### src/design/bsw_params.svh
/*
  Offsets, field positions and reset values of the bridge secondary status
  and non-prefetchable memory window registers.
  Assumes byte offsets on a 12-bit configuration address and 16-bit data.
*/
`ifndef BSW_PARAMS_SVH
`define BSW_PARAMS_SVH

// register byte offsets
`define BSW_OFS_SEC_STATUS 12'h01E
`define BSW_OFS_WIN_BASE 12'h020
`define BSW_OFS_WIN_LIMIT 12'h022
`define BSW_OFS_BRIDGE_CTRL 12'h03E
`define BSW_OFS_IRQ_MASK 12'h040

// sticky flag positions in the secondary status register
`define BSW_BIT_MDP 8
`define BSW_BIT_RXSYS 14
`define BSW_BIT_DETPAR 15

// enable positions in the bridge control register
`define BSW_BIT_PERR_EN 0
`define BSW_BIT_SERR_EN 1

// window field position inside base and limit
`define BSW_WIN_LSB 4
`define BSW_WIN_MSB 15
`define BSW_ADDR_LSB 20
`define BSW_ADDR_MSB 31

// reset values
`define BSW_RST_WIN_BASE 12'hFFF
`define BSW_RST_WIN_LIMIT 12'h000
`define BSW_RST_WORD 16'h0000
`define BSW_RST_CTRL 2'h0

`endif

### src/design/bsw_pkg.sv
/*
  Types shared by the bridge secondary status and memory window block.
  Assumes nothing beyond a SystemVerilog compiler.
*/
package bsw_pkg;

  // 16-bit configuration register word
  typedef logic [15:0] bsw_word_t;

  // secondary-side events, each a one-cycle pulse
  typedef struct packed {
    logic poisonCplRx;
    logic poisonWrTx;
    logic poisonTlpRx;
    logic errFatalRx;
    logic errNonfatalRx;
  } bsw_evt_s;

  // non-prefetchable memory request seen on the primary side
  typedef struct packed {
    logic valid;
    logic [31:0] addr;
  } bsw_req_s;

  // forwarding decision, one cycle after the request
  typedef struct packed {
    logic valid;
    logic hit;
  } bsw_fwd_s;

endpackage : bsw_pkg

### src/design/bsw_status_window.sv
/*
  Secondary status flags and non-prefetchable memory window of a bridge
  port, with a small interrupt wrapper around the sticky flags.
  Assumes a single-cycle register port on mclk, events as one-cycle
  pulses synchronous to mclk, and a synchronous active-low reset.
  Assumes the two bridge control enables are held here as a narrow
  stand-in for the full bridge control register, and that a request
  address matters only while its valid bit is high.
*/
// Local design decision: the address-and-strobe port.
// Summary of operation
// the master data parity error flag never sets while parity error response is off.
// with parity response on, a poisoned completion received or poisoned write sent sets it.
// the received system error flag never sets while system error enable is off.
// with system error enable on, a fatal or non-fatal error message sets that flag.
// any poisoned packet received on the secondary side sets the detected parity flag.
// status bits 7:0, 10:9 and 13:11 read zero and ignore writes.
// the window base holds address bits 31:20 in bits 15:4, resets to all ones, 3:0 read zero.
// the window limit holds address bits 31:20 in bits 15:4, resets to zero, 3:0 read zero.
// base and limit steer forwarding of non-prefetchable memory requests.
// writing one to a status flag clears it, writing zero leaves it.
// an address between base and limit inclusive is forwarded; base above limit forwards none.
`include "bsw_params.svh"

module bsw_status_window (
  // clock and reset
  input wire logic mclk,
  input wire logic resetn,
  // register port
  input wire logic [11:0] regAddr,
  input wire logic [15:0] regWdata,
  input wire logic regWr,
  input wire logic regRd,
  output logic [15:0] regRdata,
  // secondary-side events
  input wire bsw_pkg::bsw_evt_s secEvt,
  // memory request and forwarding decision
  input wire bsw_pkg::bsw_req_s memReq,
  output bsw_pkg::bsw_fwd_s memFwd,
  // interrupt
  output logic irq
);

  // only these three status bits have storage; every other position
  // reads zero and ignores writes with no flip-flop behind it
  localparam bsw_pkg::bsw_word_t FlagMask = bsw_pkg::bsw_word_t'(
    (16'h1 << `BSW_BIT_MDP) | (16'h1 << `BSW_BIT_RXSYS) | (16'h1 << `BSW_BIT_DETPAR));

  // register state and next values
  bsw_pkg::bsw_word_t statusReg;
  bsw_pkg::bsw_word_t statusNext;
  bsw_pkg::bsw_word_t maskReg;
  bsw_pkg::bsw_word_t maskNext;
  logic [1:0] ctrlReg;
  logic [1:0] ctrlNext;
  logic [11:0] baseReg;
  logic [11:0] baseNext;
  logic [11:0] limitReg;
  logic [11:0] limitNext;

  // read data and forwarding registers
  bsw_pkg::bsw_word_t rdataReg;
  bsw_pkg::bsw_word_t rdataNext;
  bsw_pkg::bsw_fwd_s fwdReg;
  bsw_pkg::bsw_fwd_s fwdNext;

  // decoded terms
  bsw_pkg::bsw_word_t flagSet;
  bsw_pkg::bsw_word_t flagClr;
  logic perrEn;
  logic serrEn;
  logic [11:0] reqPage;

  assign perrEn = ctrlReg[`BSW_BIT_PERR_EN];
  assign serrEn = ctrlReg[`BSW_BIT_SERR_EN];
  assign reqPage = memReq.addr[`BSW_ADDR_MSB:`BSW_ADDR_LSB];

  // hardware set terms, the first two gated by the bridge control enables
  always_comb begin
    flagSet = `BSW_RST_WORD;
    flagSet[`BSW_BIT_MDP] = perrEn & (secEvt.poisonCplRx | secEvt.poisonWrTx);
    flagSet[`BSW_BIT_RXSYS] = serrEn & (secEvt.errFatalRx | secEvt.errNonfatalRx);
    flagSet[`BSW_BIT_DETPAR] = secEvt.poisonTlpRx;
  end

  // write-one-to-clear; reserved positions are masked out
  always_comb begin
    flagClr = `BSW_RST_WORD;
    if (regWr && regAddr == `BSW_OFS_SEC_STATUS) begin
      flagClr = regWdata & FlagMask;
    end
  end

  // status next value: a set in the same cycle as a clear wins
  always_comb begin
    statusNext = ((statusReg & ~flagClr) | flagSet) & FlagMask;
  end

  // configuration writes: window, control and interrupt mask
  always_comb begin
    baseNext = baseReg;
    limitNext = limitReg;
    ctrlNext = ctrlReg;
    maskNext = maskReg;
    if (regWr) begin
      if (regAddr == `BSW_OFS_WIN_BASE) begin
        baseNext = regWdata[`BSW_WIN_MSB:`BSW_WIN_LSB];
      end else if (regAddr == `BSW_OFS_WIN_LIMIT) begin
        limitNext = regWdata[`BSW_WIN_MSB:`BSW_WIN_LSB];
      end else if (regAddr == `BSW_OFS_BRIDGE_CTRL) begin
        ctrlNext = regWdata[1:0];
      end else if (regAddr == `BSW_OFS_IRQ_MASK) begin
        maskNext = regWdata & FlagMask;
      end
    end
  end

  // read mux; data stand only in the cycle after the strobe
  always_comb begin
    rdataNext = `BSW_RST_WORD;
    if (regRd) begin
      if (regAddr == `BSW_OFS_SEC_STATUS) begin
        rdataNext = statusReg;
      end else if (regAddr == `BSW_OFS_WIN_BASE) begin
        rdataNext = {baseReg, 4'h0};
      end else if (regAddr == `BSW_OFS_WIN_LIMIT) begin
        rdataNext = {limitReg, 4'h0};
      end else if (regAddr == `BSW_OFS_BRIDGE_CTRL) begin
        rdataNext = {14'h0, ctrlReg};
      end else if (regAddr == `BSW_OFS_IRQ_MASK) begin
        rdataNext = maskReg;
      end
    end
  end

  // window decode; limit's low twenty bits count as all ones, so a page
  // compare is exact, and base above limit can never match
  always_comb begin
    fwdNext.valid = memReq.valid;
    fwdNext.hit = memReq.valid && (reqPage >= baseReg) && (reqPage <= limitReg);
  end

  // sticky status register; reset clears every flag so no stale error
  // survives a configuration reset
  always_ff @(posedge mclk) begin
    if (!resetn) begin
      statusReg <= `BSW_RST_WORD;
    end else begin
      statusReg <= statusNext;
    end
  end

  // configuration registers; base resets high and limit low, so the
  // window starts empty and nothing is forwarded before software sets it
  always_ff @(posedge mclk) begin
    if (!resetn) begin
      maskReg <= `BSW_RST_WORD;
      ctrlReg <= `BSW_RST_CTRL;
      baseReg <= `BSW_RST_WIN_BASE;
      limitReg <= `BSW_RST_WIN_LIMIT;
    end else begin
      maskReg <= maskNext;
      ctrlReg <= ctrlNext;
      baseReg <= baseNext;
      limitReg <= limitNext;
    end
  end

  // read data register; zero outside the answer cycle, so the data of
  // several slaves could be merged by a plain OR
  always_ff @(posedge mclk) begin
    if (!resetn) begin
      rdataReg <= `BSW_RST_WORD;
    end else begin
      rdataReg <= rdataNext;
    end
  end

  // forwarding decision register; one cycle of latency buys a clean
  // timing path from the compare to the logic that reads memFwd
  always_ff @(posedge mclk) begin
    if (!resetn) begin
      fwdReg <= '0;
    end else begin
      fwdReg <= fwdNext;
    end
  end

  // outputs; irq is a level from registers, so it cannot glitch, and
  // masking a flag hides it from irq but not from a status read
  assign regRdata = rdataReg;
  assign memFwd = fwdReg;
  assign irq = |(statusReg & maskReg);
endmodule : bsw_status_window

### config.mk
export PLATFORM = sky130hd
export DESIGN_NAME = bsw_status_window
export DESIGN_NICKNAME = d
export VERILOG_FILES = /design/src/design/bsw_pkg.sv /design/src/design/bsw_status_window.sv
export VERILOG_INCLUDE_DIRS = /design/src /design/src/design
export SDC_FILE = /design/constraint.sdc
export NUM_CORES = 1
export LEC_CHECK = 0
export ABC_AREA = 0
export BUFFER_PORTS_ARGS = -buffer_cell sky130_fd_sc_hd__buf_2
export CELL_PAD_IN_SITES_DETAIL_PLACEMENT = 1
export CELL_PAD_IN_SITES_GLOBAL_PLACEMENT = 1
export CORE_MARGIN = 4
export CORE_UTILIZATION = 36
export CTS_CLUSTER_SIZE = 16
export DETAILED_ROUTE_END_ITERATION = 8
export GPL_ROUTABILITY_DRIVEN = 0
export PLACE_DENSITY = 0.86
export SLEW_MARGIN = 20
export SYNTH_ARGS = -nofsm -noshare
export SYNTH_HDL_FRONTEND = slang
export SYNTH_SLANG_ARGS = --single-unit
### constraint.sdc
create_clock -name mclk -period 1.7 [get_ports mclk]
set_input_delay 0.17 -clock mclk [delete_from_list [all_inputs] [get_ports mclk]]
set_output_delay 0.17 -clock mclk [all_outputs]
set_load 0.02 [all_outputs]
# Word level (Yosys, flattened, before mapping)
# Index checks and enable logic that the tools add are counted.
# word_totals
ff_bits,63
latch_bits,0
ram_bits,0
romBits,0
in_bits,70
out_inout_bits,19
elab_cells,42
memories,0
# classes
n_addsub,0
multipliers,0
div_mod_pow,0
n_lt_le_gt_ge,2
n_eq_ne,5
n_shift,0
muxes,6
bitwise_logic,11
reduce_logical,9
# op_table
operator,count
2-to-1 mux 16 bit,6
== test 12 x 6 -> 1 bit (second input constant),3
AND 16 bit,2
inverter 16 bit,1
bitwise OR 16 bit,1
OR reduction 16 bit,1
== test 12 x 5 -> 1 bit (second input constant),1
== test 12 x 7 -> 1 bit (second input constant),1
>= comparator 12 bit,1
<= comparator 12 bit,1
AND reduction 5 bit,1
AND reduction 2 bit,2
AND reduction 4 bit,1
logical AND 1 bit,3
inverter 1 bit,3
AND reduction 3 bit,1
AND 1 bit,2
bitwise OR 1 bit,2

# Logic depth before layout (Yosys ltp)
# Gate-level depths: netlist of the first run.
# depth
depth_word,6
ltp_mapped,7
mapped_depth_nobuf,7

# Worst setup path before layout of the first run
# OpenSTA, ideal clock, no wires.
# synth_path
path_type,reg-to-reg
startpoint,reg limitReg[9]
endpoint,reg fwdReg (netlist bit memFwd[0])
setup_time_ns,0.095
arrival_ns,1.495
required_ns,1.605
setup_slack_ns,0.110
path_stages_with_launch,6
n_path_buf,0
period_less_slack_ns,1.590
cell_sequence,dfxtp_1 > inv_1 > ha_1 > nand4_1 > or4_1 > a221oi_1
# synth_via
elab_chain_cells,2
# synth_rtl
element,line_no,rtl
"start, declared",bsw_status_window.sv:58,logic [11:0] limitReg;
"start signal, assigned",bsw_status_window.sv:160,limitReg <= `BSW_RST_WIN_LIMIT;
"start signal, assigned",bsw_status_window.sv:165,limitReg <= limitNext;
<= comparator 12 bit,bsw_status_window.sv:140,fwdNext.hit = memReq.valid && (reqPage >= baseReg) && (reqPage <= limitReg);
logical AND 1 bit,bsw_status_window.sv:140,
"end signal, assigned",bsw_status_window.sv:185,fwdReg <= fwdNext;
"end, declared",bsw_status_window.sv:64,bsw_pkg::bsw_fwd_s fwdReg;
# Every way passes these cells.
# A chain may end at the register's enable or synchronous reset.

# Worst setup path after layout of the first run
# layout_path
startpoint,reg baseReg[2]
endpoint,reg fwdReg (netlist bit memFwd[0])
# layout_via
elab_chain_cells,3
# layout_rtl
element,line_no,rtl
"start, declared",bsw_status_window.sv:56,logic [11:0] baseReg;
"start signal, assigned",bsw_status_window.sv:159,baseReg <= `BSW_RST_WIN_BASE;
"start signal, assigned",bsw_status_window.sv:164,baseReg <= baseNext;
>= comparator 12 bit,bsw_status_window.sv:140,
logical AND 1 bit (2 in series),bsw_status_window.sv:140,
# Every way passes these cells.

==> key figures, run 1 <==
Drt
  • DRT Pass-1 Iters: 4
  • Drt total wl: between 7 and 8 mm
  • Via count: about 2300
  • ANT nets after route: 0
  • DRC viols: 0
  • Vias per cell: 5.12
  • Wire per inst: between 15 and 20 um
  • DR iter-0 viols: 89

Setup path
  • Worst EP arrival: just over 2 ns
  • CP Buf/Inv Count: 1
  • Cell family with most CP delay: compound AO/OA/AOI/OAI gates
  • CP Data Required Time: 1.90 ns
  • Crit Path Max Fanout: 2
  • CP max stage delay: ~0.35 ns
  • Crit. End Element: flip-flop
  • Reg-to-reg endpoint: memFwd[0]$_SDFF_PN0_
  • Critical path type: flip-flop to flip-flop
  • CP Cell Sequence: inv_1 > ha_1 > o211ai_1 > a2111oi_2 > o21ai_0 > a221oi_2
  • Flop-to-flop setup slack: -0.12 ns
  • Worst r2r src: baseReg[2]$_SDFFE_PN1P_
  • Crit path launch type: flip-flop
  • FF-to-FF path depth: 6
  • Slowest-stage cell, CP: a2111oi_2

Synth
  • FF+latch count, synth: 48
  • Most used flip-flop cell after synthesis: dfxtp_1
  • Synth async-reset ratio: 0%
  • Synth cell types: 44
  • Main combinational cell family by area after synthesis: simple AND/OR/NAND/NOR gates
  • Dominant cell type by area after synthesis: dfxtp_1
  • Synth top cells by count: 48 x dfxtp_1, 29 x inv_1, 26 x nand2_1
  • Post-Synth XOR/XNOR Area: 0%
  • Multiplexer share of the synthesized area: approximately 5.6%
  • Post-synth EDFFs: 0
  • Adder-Cell Fraction of Synth Area: a little under an eighth
  • Synth Area in Compound Gates: about 17%
  • Area contributors post-synth: dfxtp_1 38%, ha_1 12%, mux2i_1 5.6%
  • Mapped Cells: between 200 and 300
  • Sequential-to-total area share from yosys stat: roughly two fifths
  • Warnings, synthesis: 0
  • Syn Area/Cell: 9.11 um2
  • Simple-gate share of the synthesized area: about a fifth
  • Post-synth design cell area: around 2500 um2
  • Count leader, synth: dfxtp_1
  • Post-synth top area share: a little under two fifths

Cells and area
  • Register area: between 900 and 1000 um2
  • Nets: approximately 450
  • Area of the multi-input gates: around 1500 um2
  • Area Overhead vs Synth: 28.7%
  • Final core utilization: between 40% and 50%
  • Fillers: slightly above 800
  • N_diodes: 0
  • Layout cell share with drive strength beyond 1: about a third
  • Post-route cell area: approximately 3200 um2

Clock tree
  • Clk buf depth: 2
  • CTS sink count: 48
  • CTS clk-pin slew, worst paths: approximately 0.090 ns
  • Clk root buf: clkbuf_8
  • Cts hold-fix bufs: 0
  • CTS H-tree lvls: 2
  • CTS tree: done
  • Clk_lat worst skew: roughly 0.3 ns
  • Total CTS buffers: 5

STA
  • Final min period: 1.82 ns
  • Post-route setup slack: -0.119 ns
  • Max-slew violation count: 0
  • Setup violators final: 1
  • RSZ-0062 raised after global routing: true
  • Final Hold Viols: 0
  • Post-Route Setup TNS: -0.119 ns
  • Worst Hold Slack: 0.0856 ns
  • Max Freq: 0.550 GHz
  • Tcrit/Tclk final: 107%
  • Fin Clk Skew: ~0.0039 ns

Global routing
  • Initial antenna violation count: 0
  • First-pass GRT wire length: 12.2 mm
  • Gr ovfl total: 0
  • Gr usage total: a little under a fifth
  • Vias in the first global route: between 2000 and 3000
  • Largest net degree at the start of global routing: 25

Die
  • Die W: roughly 92 um
  • Die Height: 91.6 um
  • Initial core utilization: between 30% and 40%
  • Row count: 30
  • Top Ports: between 80 and 90
  • Core ar.: slightly below 7000 um2
  • Die area: 8390 um2

Status
  • Status: finished, violations left
  • Failing checks: setup timing

Place
  • Port bufs: 64
  • DP Area: between 3000 and 4000 um2
  • DP HPWL: 5.57 mm

Power and ir drop
  • LEAKAGE: 1.43 nW
  • Cell area power density: between 600 and 700 nW/um2
  • Peak VDD IR: 0.316 mV

Min path
  • Hold Crit Class: input pin to flip-flop
  • Hold Path Sink: statusReg[15]$_SDFF_PN0_
  • Cell depth of the worst hold path: 2
  • Startpoint of the worst hold path: secEvt[2]

Job
  • Max cap viols: 0
placed cells by master (no fill, tap or decap), types with 3 or more instances in the layout:
cell type  instances
buf_4             15
a21oi_1            6
inv_2              4
ha_1              19
o22ai_1            4
nor2_1            18
ha_4               5
nand2_1           26
a21boi_0           3
clkbuf_8           7
nand3_1            5
dfxtp_1           41
and2_1             3
nor2b_1           17
o211ai_1          13
a22oi_1           14
dfxtp_2            7
buf_2             64
inv_1             25
o21ai_0            9
mux2i_1           14
metrics by stage:
step / power, mW / setup slack [ns] / cells
5_1_grt: 2.19 / -0.147 / 450
6_report: 2.09 / -0.119 / 450
3_3_place_gp: 1.35 / 0.0322 / 440
4_1_cts: 2.10 / 0.00118 / 447
3_5_place_dp: 1.36 / -0.0103 / 440
2_1_floorplan: 1.25 / 0.110 / 277
report_power, final:
group          switching, mW  internal (mW)
registers            0.00161           1.13
clock network          0.375          0.363
logic                  0.126          0.103
total                  0.503           1.59
how the worst max path moves through the flow:
stage | startpoint | end | slack (ns) | cells after the start
detailed placement | limitReg[9]$_SDFFE_PN0P_ | memFwd[0]$_SDFF_PN0_ | -0.01 | 5
global route | baseReg[1]$_SDFFE_PN1P_ | memFwd[0]$_SDFF_PN0_ | -0.15 | 6
floorplan | limitReg[9]$_SDFFE_PN0P_ | memFwd[0]$_SDFF_PN0_ | 0.11 | 5
global placement | baseReg[2]$_SDFFE_PN1P_ | memFwd[0]$_SDFF_PN0_ | 0.03 | 6
finish | baseReg[2]$_SDFFE_PN1P_ | memFwd[0]$_SDFF_PN0_ | -0.12 | 6
CTS | limitReg[5]$_SDFFE_PN0P_ | memFwd[0]$_SDFF_PN0_ | 0.001 | 5
worst reg2reg max path, stage by stage, from the launching register on:
cell	delay [ns]
dfxtp_1	0.34
inv_1	0.06
ha_1	0.29
o211ai_1	0.13
a2111oi_2	0.35
o21ai_0	0.23
a221oi_2	0.32
repair_timing:
action                                  in CTS  in global routing
setup buffers                                0                  3
resized for setup                            5                 17
endpoints found under the setup margin       1                  1
hold endpoints to repair                     0                  0
pin swaps                                    0                  6
flip-flops by register name, indices dropped and copies added (netlist names):
signal	flops
baseReg	12
ctrlReg	2
limitReg	12
maskReg	3
memFwd	2
regRdata	14
statusReg	3
layout make-up:
| class | count | share of cell area [%] |
|---|---|---|
| tap | 96 | 3.71 |
| inverter | 29 | 3.36 |
| timing repair buffer | 81 | 14.6 |
| sequential | 48 | 30.0 |
| multi-input combinational | 189 | 45.4 |
| clock buffer | 7 | 2.98 |
cell families (layout without fill, tap and decap cells):
| group | Yosys count | count (layout) |
|---|---|---|
| buf+inv | 40 | 117 |
| simple gates | 86 | 86 |
| other cells | 1 | 2 |
| flops | 48 | 48 |
| mux | 14 | 14 |
| fa+ha+maj | 24 | 24 |
| compound gates | 63 | 63 |
per-layer routing:
layer	vias to the layer above	global-route usage, %	part of all wire, %
met4	0	8.54	2.1
met5	-	0	0
met1	1109	21.3	42
met3	12	4.31	5.0
li1	1120	-	-
met2	64	31.2	51
Power figures use the tool's default switching activity.
==> run 2, diff against run 1 <==
--- a/config.mk
+++ b/config.mk
@@ -11,11 +11,11 @@
 export CELL_PAD_IN_SITES_DETAIL_PLACEMENT = 1
 export CELL_PAD_IN_SITES_GLOBAL_PLACEMENT = 1
 export CORE_MARGIN = 4
-export CORE_UTILIZATION = 36
+export CORE_UTILIZATION = 35
 export CTS_CLUSTER_SIZE = 16
 export DETAILED_ROUTE_END_ITERATION = 8
 export GPL_ROUTABILITY_DRIVEN = 0
-export PLACE_DENSITY = 0.86
+export PLACE_DENSITY = 0.84
 export SLEW_MARGIN = 20
 export SYNTH_ARGS = -nofsm -noshare
 export SYNTH_HDL_FRONTEND = slang
==> run 2 against run 1 <==
Against the previous run:
- the run now ends clean
- clock-buffer cell count fell by 1
- power barely moved
- first-iteration DRC count rose by 19%
- clock skew rose by 0.0083 ns
- critical endpoint unchanged
- largest power group unchanged
==> key figures, run 2 (synthesis results as in run 1) <==
Status
  • Status: completed

Cells and area
  • Layout cell share with drive strength beyond 1: around 36%
  • Area of the multi-input gates: 1510 um2
  • Nets: approximately 450
  • N_diodes: 0
  • Register area: between 900 and 1000 um2
  • Cell Count, Final, Fillers Out: 456
  • Largest register FFs: 14
  • Most frequent cells in the layout: 64 x buf_2, 40 x dfxtp_1, 26 x nand2_1, 25 x inv_1, 20 x buf_4
  • Area Overhead vs Synth: 31.6%
  • Most common cell after layout, fill and taps aside: buf_2
  • Post-route cell area: around 3300 um2
  • Fillers: about 830

Setup path
  • CP Cell Sequence: inv_1 > ha_1 > nand4_1 > or4_4 > a221oi_2
  • Critical path type: flip-flop to flip-flop
  • Flop-to-flop setup slack: approximately 0.021 ns
  • Slowest-stage cell, CP: or4_4
  • Origin of the worst setup path: limitReg[4]$_SDFFE_PN0P_
  • Cell family with most CP delay: simple AND/OR/NAND/NOR gates
  • FF-to-FF path depth: 5
  • Crit path launch type: flip-flop
  • CP Buf/Inv Count: 1
  • Crit Path Max Fanout: 2
  • CP max stage delay: a little over 0.5 ns
  • Worst EP arrival: 1.89 ns
  • CP Data Required Time: ~1.9 ns
  • Worst r2r src: limitReg[4]$_SDFFE_PN0P_
  • Crit. End Element: flip-flop
  • Reg-to-reg endpoint: memFwd[0]$_SDFF_PN0_

Clock tree
  • CTS H-tree lvls: 2
  • Clk root buf: clkbuf_8
  • CTS clk-pin slew, worst paths: 0.09 ns
  • Cts hold-fix bufs: 0
  • CTS tree: done
  • CTS sink count: 48
  • Clk_lat worst skew: approximately 0.31 ns
  • Clk buf depth: 2
  • Total CTS buffers: 5

Place
  • Post-Place Cells: approximately 440
  • Place WS: -0.0816 ns
  • DP Area: between 3000 and 4000 um2
  • Port bufs: 64
  • DP HPWL: 5.60 mm

Global routing
  • Vias in the first global route: about 2500
  • Gr ovfl total: 0
  • First-pass GRT wire length: 11.8 mm
  • Largest net degree at the start of global routing: 19
  • Initial antenna violation count: 0
  • Gr usage total: 17.2%

Drt
  • DRC viols: 0
  • Drt total wl: 7.69 mm
  • ANT nets after route: 0
  • DRT Pass-1 Iters: 4
  • Via count: about 2400
  • Wire per inst: 16.9 um
  • Vias per cell: roughly 5.2
  • DR iter-0 viols: roughly 110

STA
  • Post-Route Setup TNS: 0 ns
  • Max Freq: 0.596 GHz
  • Final Hold Viols: 0
  • Max-slew violation count: 0
  • Tcrit/Tclk final: between 90 and 100%
  • Final min period: about 1.7 ns
  • Fin Clk Skew: between 0.01 and 0.015 ns
  • Post-route setup slack: around 0.021 ns
  • RSZ-0062 raised after global routing: true
  • Setup violators final: 0

Min path
  • Startpoint of the worst hold path: secEvt[2]
  • Cell depth of the worst hold path: 2
  • Hold Path Sink: statusReg[15]$_SDFF_PN0_
  • Hold Crit Class: input pin to flip-flop

Power and ir drop
  • Cell area power density: between 600 and 700 nW/um2
  • Peak VDD IR: a little over 0.3 mV
  • LEAKAGE: between 1 and 1.5 nW

Die
  • Die W: between 90 and 100 um
  • Top Ports: between 80 and 90
  • Row count: 30
  • Die area: 8610 um2
  • Core ar.: between 6000 and 7000 um2
  • Die Height: a little over 90 um
  • Initial core utilization: 36.6%

Job
  • Max cap viols: 0
## run 2: worst reg2reg max path: stages, from the launching register on
cell and delay, ns:
dfxtp_1 0.33, inv_1 0.06, ha_1 0.28, nand4_1 0.14
or4_4 0.51, a221oi_2 0.26
## run 2: layer usage
layer,global-route usage [%],up-vias,wire (um)
met3,4.71,10,437
li1,-,1124,-
met2,30.7,67,3980
met1,19.7,1159,3180
met5,0,-,0
met4,5.49,0,97
## run 2: stage by stage
stage / util [%] / hold WS (ns) / total power, mW
2_1_floorplan: - / 0.280 / 1.25
3_3_place_gp: 43.9 / 0.391 / 1.35
3_5_place_dp: 43.9 / 0.396 / 1.36
4_1_cts: 46.6 / 0.0663 / 2.09
5_1_grt: 48.2 / 0.0834 / 2.17
6_report: 48.2 / 0.0738 / 2.10
## run 2: area by class of cell
cell class | count | area share, %
Clock buffer | 6 | 2.50
Inverter | 29 | 3.29
Clock inverter | 2 | 0.302
Sequential cell | 48 | 29.3
Multi-Input combinational cell | 189 | 45.5
Tap cell | 96 | 3.63
Timing Repair Buffer | 86 | 15.4
## run 2: power by group
group          leakage, nW  internal (mW)  switching [mW]
logic                 1.01          0.114           0.134
clock network       0.0510          0.325           0.394
registers            0.392           1.13         0.00146
## run 2: how the worst max path moves through the flow
| stage | to | slack [ns] | cells past startpoint |
|---|---|---|---|
| 2_1_floorplan | memFwd[0]$_SDFF_PN0_ | 0.11 | 5 |
| 4_1_cts | memFwd[0]$_SDFF_PN0_ | 0.008 | 5 |
| 3_3_place_gp | memFwd[0]$_SDFF_PN0_ | 0.01 | 6 |
| 3_5_place_dp | memFwd[0]$_SDFF_PN0_ | -0.08 | 6 |
| 5_1_grt | memFwd[0]$_SDFF_PN0_ | -0.04 | 5 |
| 6_report | memFwd[0]$_SDFF_PN0_ | 0.02 | 5 |
## run 2: timing repair
| action | in CTS | in global routing |
|---|---|---|
| endpoints found under the setup margin | 1 | 1 |
| pin swaps | 5 | 7 |
| resized for setup | 15 | 14 |
| setup buffers | 4 | 5 |
==> run 3, diff against run 2 <==
--- a/config.mk
+++ b/config.mk
@@ -6,16 +6,16 @@
 export SDC_FILE = /design/constraint.sdc
 export NUM_CORES = 1
 export LEC_CHECK = 0
-export ABC_AREA = 0
-export BUFFER_PORTS_ARGS = -buffer_cell sky130_fd_sc_hd__buf_2
+export ABC_AREA = 1
 export CELL_PAD_IN_SITES_DETAIL_PLACEMENT = 1
 export CELL_PAD_IN_SITES_GLOBAL_PLACEMENT = 1
 export CORE_MARGIN = 4
 export CORE_UTILIZATION = 35
-export CTS_CLUSTER_SIZE = 16
+export CTS_CLUSTER_SIZE = 25
 export DETAILED_ROUTE_END_ITERATION = 8
+export DONT_BUFFER_PORTS = 1
 export GPL_ROUTABILITY_DRIVEN = 0
-export PLACE_DENSITY = 0.84
+export PLACE_DENSITY = 0.73
 export SLEW_MARGIN = 20
 export SYNTH_ARGS = -nofsm -noshare
 export SYNTH_HDL_FRONTEND = slang
==> run 3 against run 2 <==
Against the previous run:
- non-clock buffer count fell by 71
- combinational power fell by 32%
- die area grew 13%
- wire length increased by 4.8%
- clock power increased by 3.9%
- sequential share of layout area rose by 1.2 points
- critical path type unchanged
- critical endpoint unchanged
- highest routed layer unchanged
==> key figures, run 3 <==
Status
  • Status: completed

Cells and area
  • Largest register FFs: 14
  • Nets: ~530
  • Fillers: 1051
  • Layout cell share with drive strength beyond 1: under 10%
  • Register area: ~960 um2
  • N_diodes: 0
  • Area of the multi-input gates: 1550 um2
  • Most frequent cells in the layout: 105 x nand2_1, 67 x inv_1, 67 x nor2_1, 48 x dfxtp_1
  • Cell Count, Final, Fillers Out: approximately 540
  • Area Overhead vs Synth: 9.22%
  • Most common cell after layout, fill and taps aside: nand2_1

Synth
  • Main combinational cell family by area after synthesis: simple AND/OR/NAND/NOR gates
  • Count leader, synth: nand2_1
  • Synth top cells by count: 105 x nand2_1, 67 x inv_1, 67 x nor2_1
  • Most used flip-flop cell after synthesis: dfxtp_1
  • Adder-Cell Fraction of Synth Area: between 10% and 20%
  • Syn Area/Cell: 6.74 um2
  • Post-synth top area share: 33.4%
  • Mapped Cells: 427
  • Simple-gate share of the synthesized area: 35.6%
  • Post-synth design cell area: 2880 um2
  • Post-synth EDFFs: 0
  • Synth cell types: 27
  • Sequential-to-total area share from yosys stat: 33.4%
  • Dominant cell type by area after synthesis: dfxtp_1
  • Post-Synth XOR/XNOR Area: 0%
  • Multiplexer share of the synthesized area: 0%
  • Synth Area in Compound Gates: roughly 7.4%
  • Warnings, synthesis: 0
  • FF+latch count, synth: 48
  • Area contributors post-synth: dfxtp_1 33%, nand2_1 14%, ha_1 10%
  • Synth async-reset ratio: 0%

Place
  • Place WS: around 0.18 ns
  • Post-Place Cells: ~520
  • Port bufs: 0
  • DP HPWL: slightly above 6 mm

Drt
  • Max Used Layer: met4
  • DR iter-0 viols: just over 90
  • DRT Pass-1 Iters: 4
  • Wire per inst: ~15 um
  • DR WL met3: ~340 um
  • Met2 WL post-DR: between 4 and 5 mm
  • ANT nets after route: 0
  • Vias per cell: about 4.9
  • WL met1: between 3 and 4 mm
  • DRC viols: 0
  • Drt total wl: between 8 and 9 mm
  • Via count: 2640

Power and ir drop
  • Combinational Power Share: between 8 and 9%
  • LEAKAGE: 1.57 nW
  • Seq pwr share: 55.2%
  • Peak VDD IR: ~0.3 mV
  • Clock share of power: between 30% and 40%
  • Cell area power density: between 600 and 700 nW/um2
  • Psw: between 0.5 and 0.6 mW
  • Net Sw Frac: 25.8%
  • Int Power: 1.52 mW

STA
  • Worst slew pin tran: about 0.58 ns
  • Tcrit/Tclk final: about nine tenths
  • Setup violators final: 0
  • Final Hold Viols: 0
  • RSZ-0062 raised after global routing: false
  • Post-route setup slack: ~0.16 ns
  • Max-slew violation count: 0
  • Final min period: roughly 1.5 ns
  • Post-Route Setup TNS: 0 ns
  • Fin Clk Skew: 0.00830 ns
  • Slew margin rel.: roughly three fifths
  • Max Freq: ~0.65 GHz
  • Worst Hold Slack: about 0.024 ns

Clock tree
  • Clk buf depth: 2
  • Total CTS buffers: 5
  • CTS H-tree lvls: 2
  • Post-CTS Resized: 0
  • Clk_lat worst skew: around 0.31 ns
  • Cts hold-fix bufs: 6
  • Clk root buf: clkbuf_8
  • CTS clk-pin slew, worst paths: 0.10 ns
  • CTS sink count: 48
  • CTS tree: done
  • Post-CTS setup buffer count: 0

Setup path
  • Critical path type: flip-flop to flip-flop
  • Flop-to-flop setup slack: about 0.16 ns
  • Crit Path Max Fanout: 3
  • CP Data Required Time: between 1.5 and 2 ns
  • Crit path launch type: flip-flop
  • Worst r2r src: limitReg[11]$_SDFFE_PN0P_
  • Worst EP arrival: about 1.8 ns
  • Crit. End Element: flip-flop
  • Reg-to-reg endpoint: memFwd[0]$_SDFF_PN0_
  • FF-to-FF path depth: 9

Global routing
  • First-pass GRT wire length: approximately 14 mm
  • Gr usage total: 17.3%
  • Vias in the first global route: roughly 2800
  • Largest net degree at the start of global routing: 30
  • Initial antenna violation count: 0
  • Gr ovfl total: 0

Die
  • Initial core utilization: between 30% and 40%
  • Row count: 32
  • Die W: about 99 um
  • Top Ports: 89
  • Die area: roughly 10000 um2
  • Die Height: about 100 um
  • Core ar.: between 7000 and 8000 um2

Min path
  • Cell depth of the worst hold path: 2
  • Hold Path Sink: statusReg[8]$_SDFF_PN0_
  • Startpoint of the worst hold path: resetn
  • Hold Crit Class: input pin to flip-flop

Job
  • Max cap viols: 0
==> run 3: cell types whose count changed after synthesis, sizes merged, moves of 14 or more <==
cell,before,now
a22oi,14,0
mux2i,14,0
nor2,19,73
nand4,3,21
inv,29,69
nand2,27,107
nand3,5,27
nor2b,17,0
==> run 3: power by group through the flow <==
| stage | combinational, mW | clock [mW] | sequential (mW) |
|---|---|---|---|
| floorplan | 0.128 | 0 | 1.16 |
| detailed placement | 0.142 | 0 | 1.16 |
| finish | 0.169 | 0.748 | 1.13 |
| CTS | 0.171 | 0.778 | 1.13 |
| global route | 0.195 | 0.823 | 1.13 |
| global placement | 0.134 | 0 | 1.16 |
==> run 3: worst max path at each step <==
stage,from,endpoint,slack [ns],cells after the start
floorplan,limitReg[11]$_SDFFE_PN0P_,memFwd[0]$_SDFF_PN0_,0.43,9
global placement,limitReg[11]$_SDFFE_PN0P_,memFwd[0]$_SDFF_PN0_,0.24,9
detailed placement,limitReg[11]$_SDFFE_PN0P_,memFwd[0]$_SDFF_PN0_,0.18,9
CTS,limitReg[11]$_SDFFE_PN0P_,memFwd[0]$_SDFF_PN0_,0.16,9
global route,limitReg[11]$_SDFFE_PN0P_,memFwd[0]$_SDFF_PN0_,0.02,9
finish,limitReg[11]$_SDFFE_PN0P_,memFwd[0]$_SDFF_PN0_,0.16,9
==> run 3: cell type report <==
| type | instances | area share [%] |
|---|---|---|
| Timing Repair Buffer | 15 | 4.78 |
| Multi-Input combinational cell | 293 | 49.2 |
| Inverter | 69 | 8.32 |
| Clock buffer | 6 | 2.63 |
| Clock inverter | 2 | 0.478 |
| Sequential cell | 48 | 30.6 |
| Tap cell | 102 | 4.06 |
==> run 3: kinds of logic after synthesis <==
family	after synthesis
AND/OR/NAND/NOR	231
buffers and inverters	87
flip-flops	48
AO/OA/AOI/OAI	36
adder cells (fa/ha/maj)	24
other	1
==> run 3: per-layer routing <==
layer	up-vias	global-route usage, %
met2	55	31.3
met4	0	3.99
li1	1347	-
met3	9	3.75
met5	-	0
met1	1229	20.9
==> run 3: stage by stage <==
step / util, % / cell area (um2) / power, mW
2_1_floorplan: - / 2880 / 1.28
4_1_cts: 40.1 / 3140 / 2.08
5_1_grt: 40.1 / 3140 / 2.15
3_5_place_dp: 37.9 / 2980 / 1.30
6_report: 40.1 / 3140 / 2.05
3_3_place_gp: 37.9 / 2980 / 1.29
==> run 3: critical path, cell delays in order (launching register included) <==
cell	delay, ns
dfxtp_1	0.38
inv_1	0.07
ha_1	0.28
nand2_1	0.07
nor2_1	0.18
nand2_1	0.12
a21oi_1	0.14
nor2_1	0.06
nor2_1	0.10
nor2_1	0.05
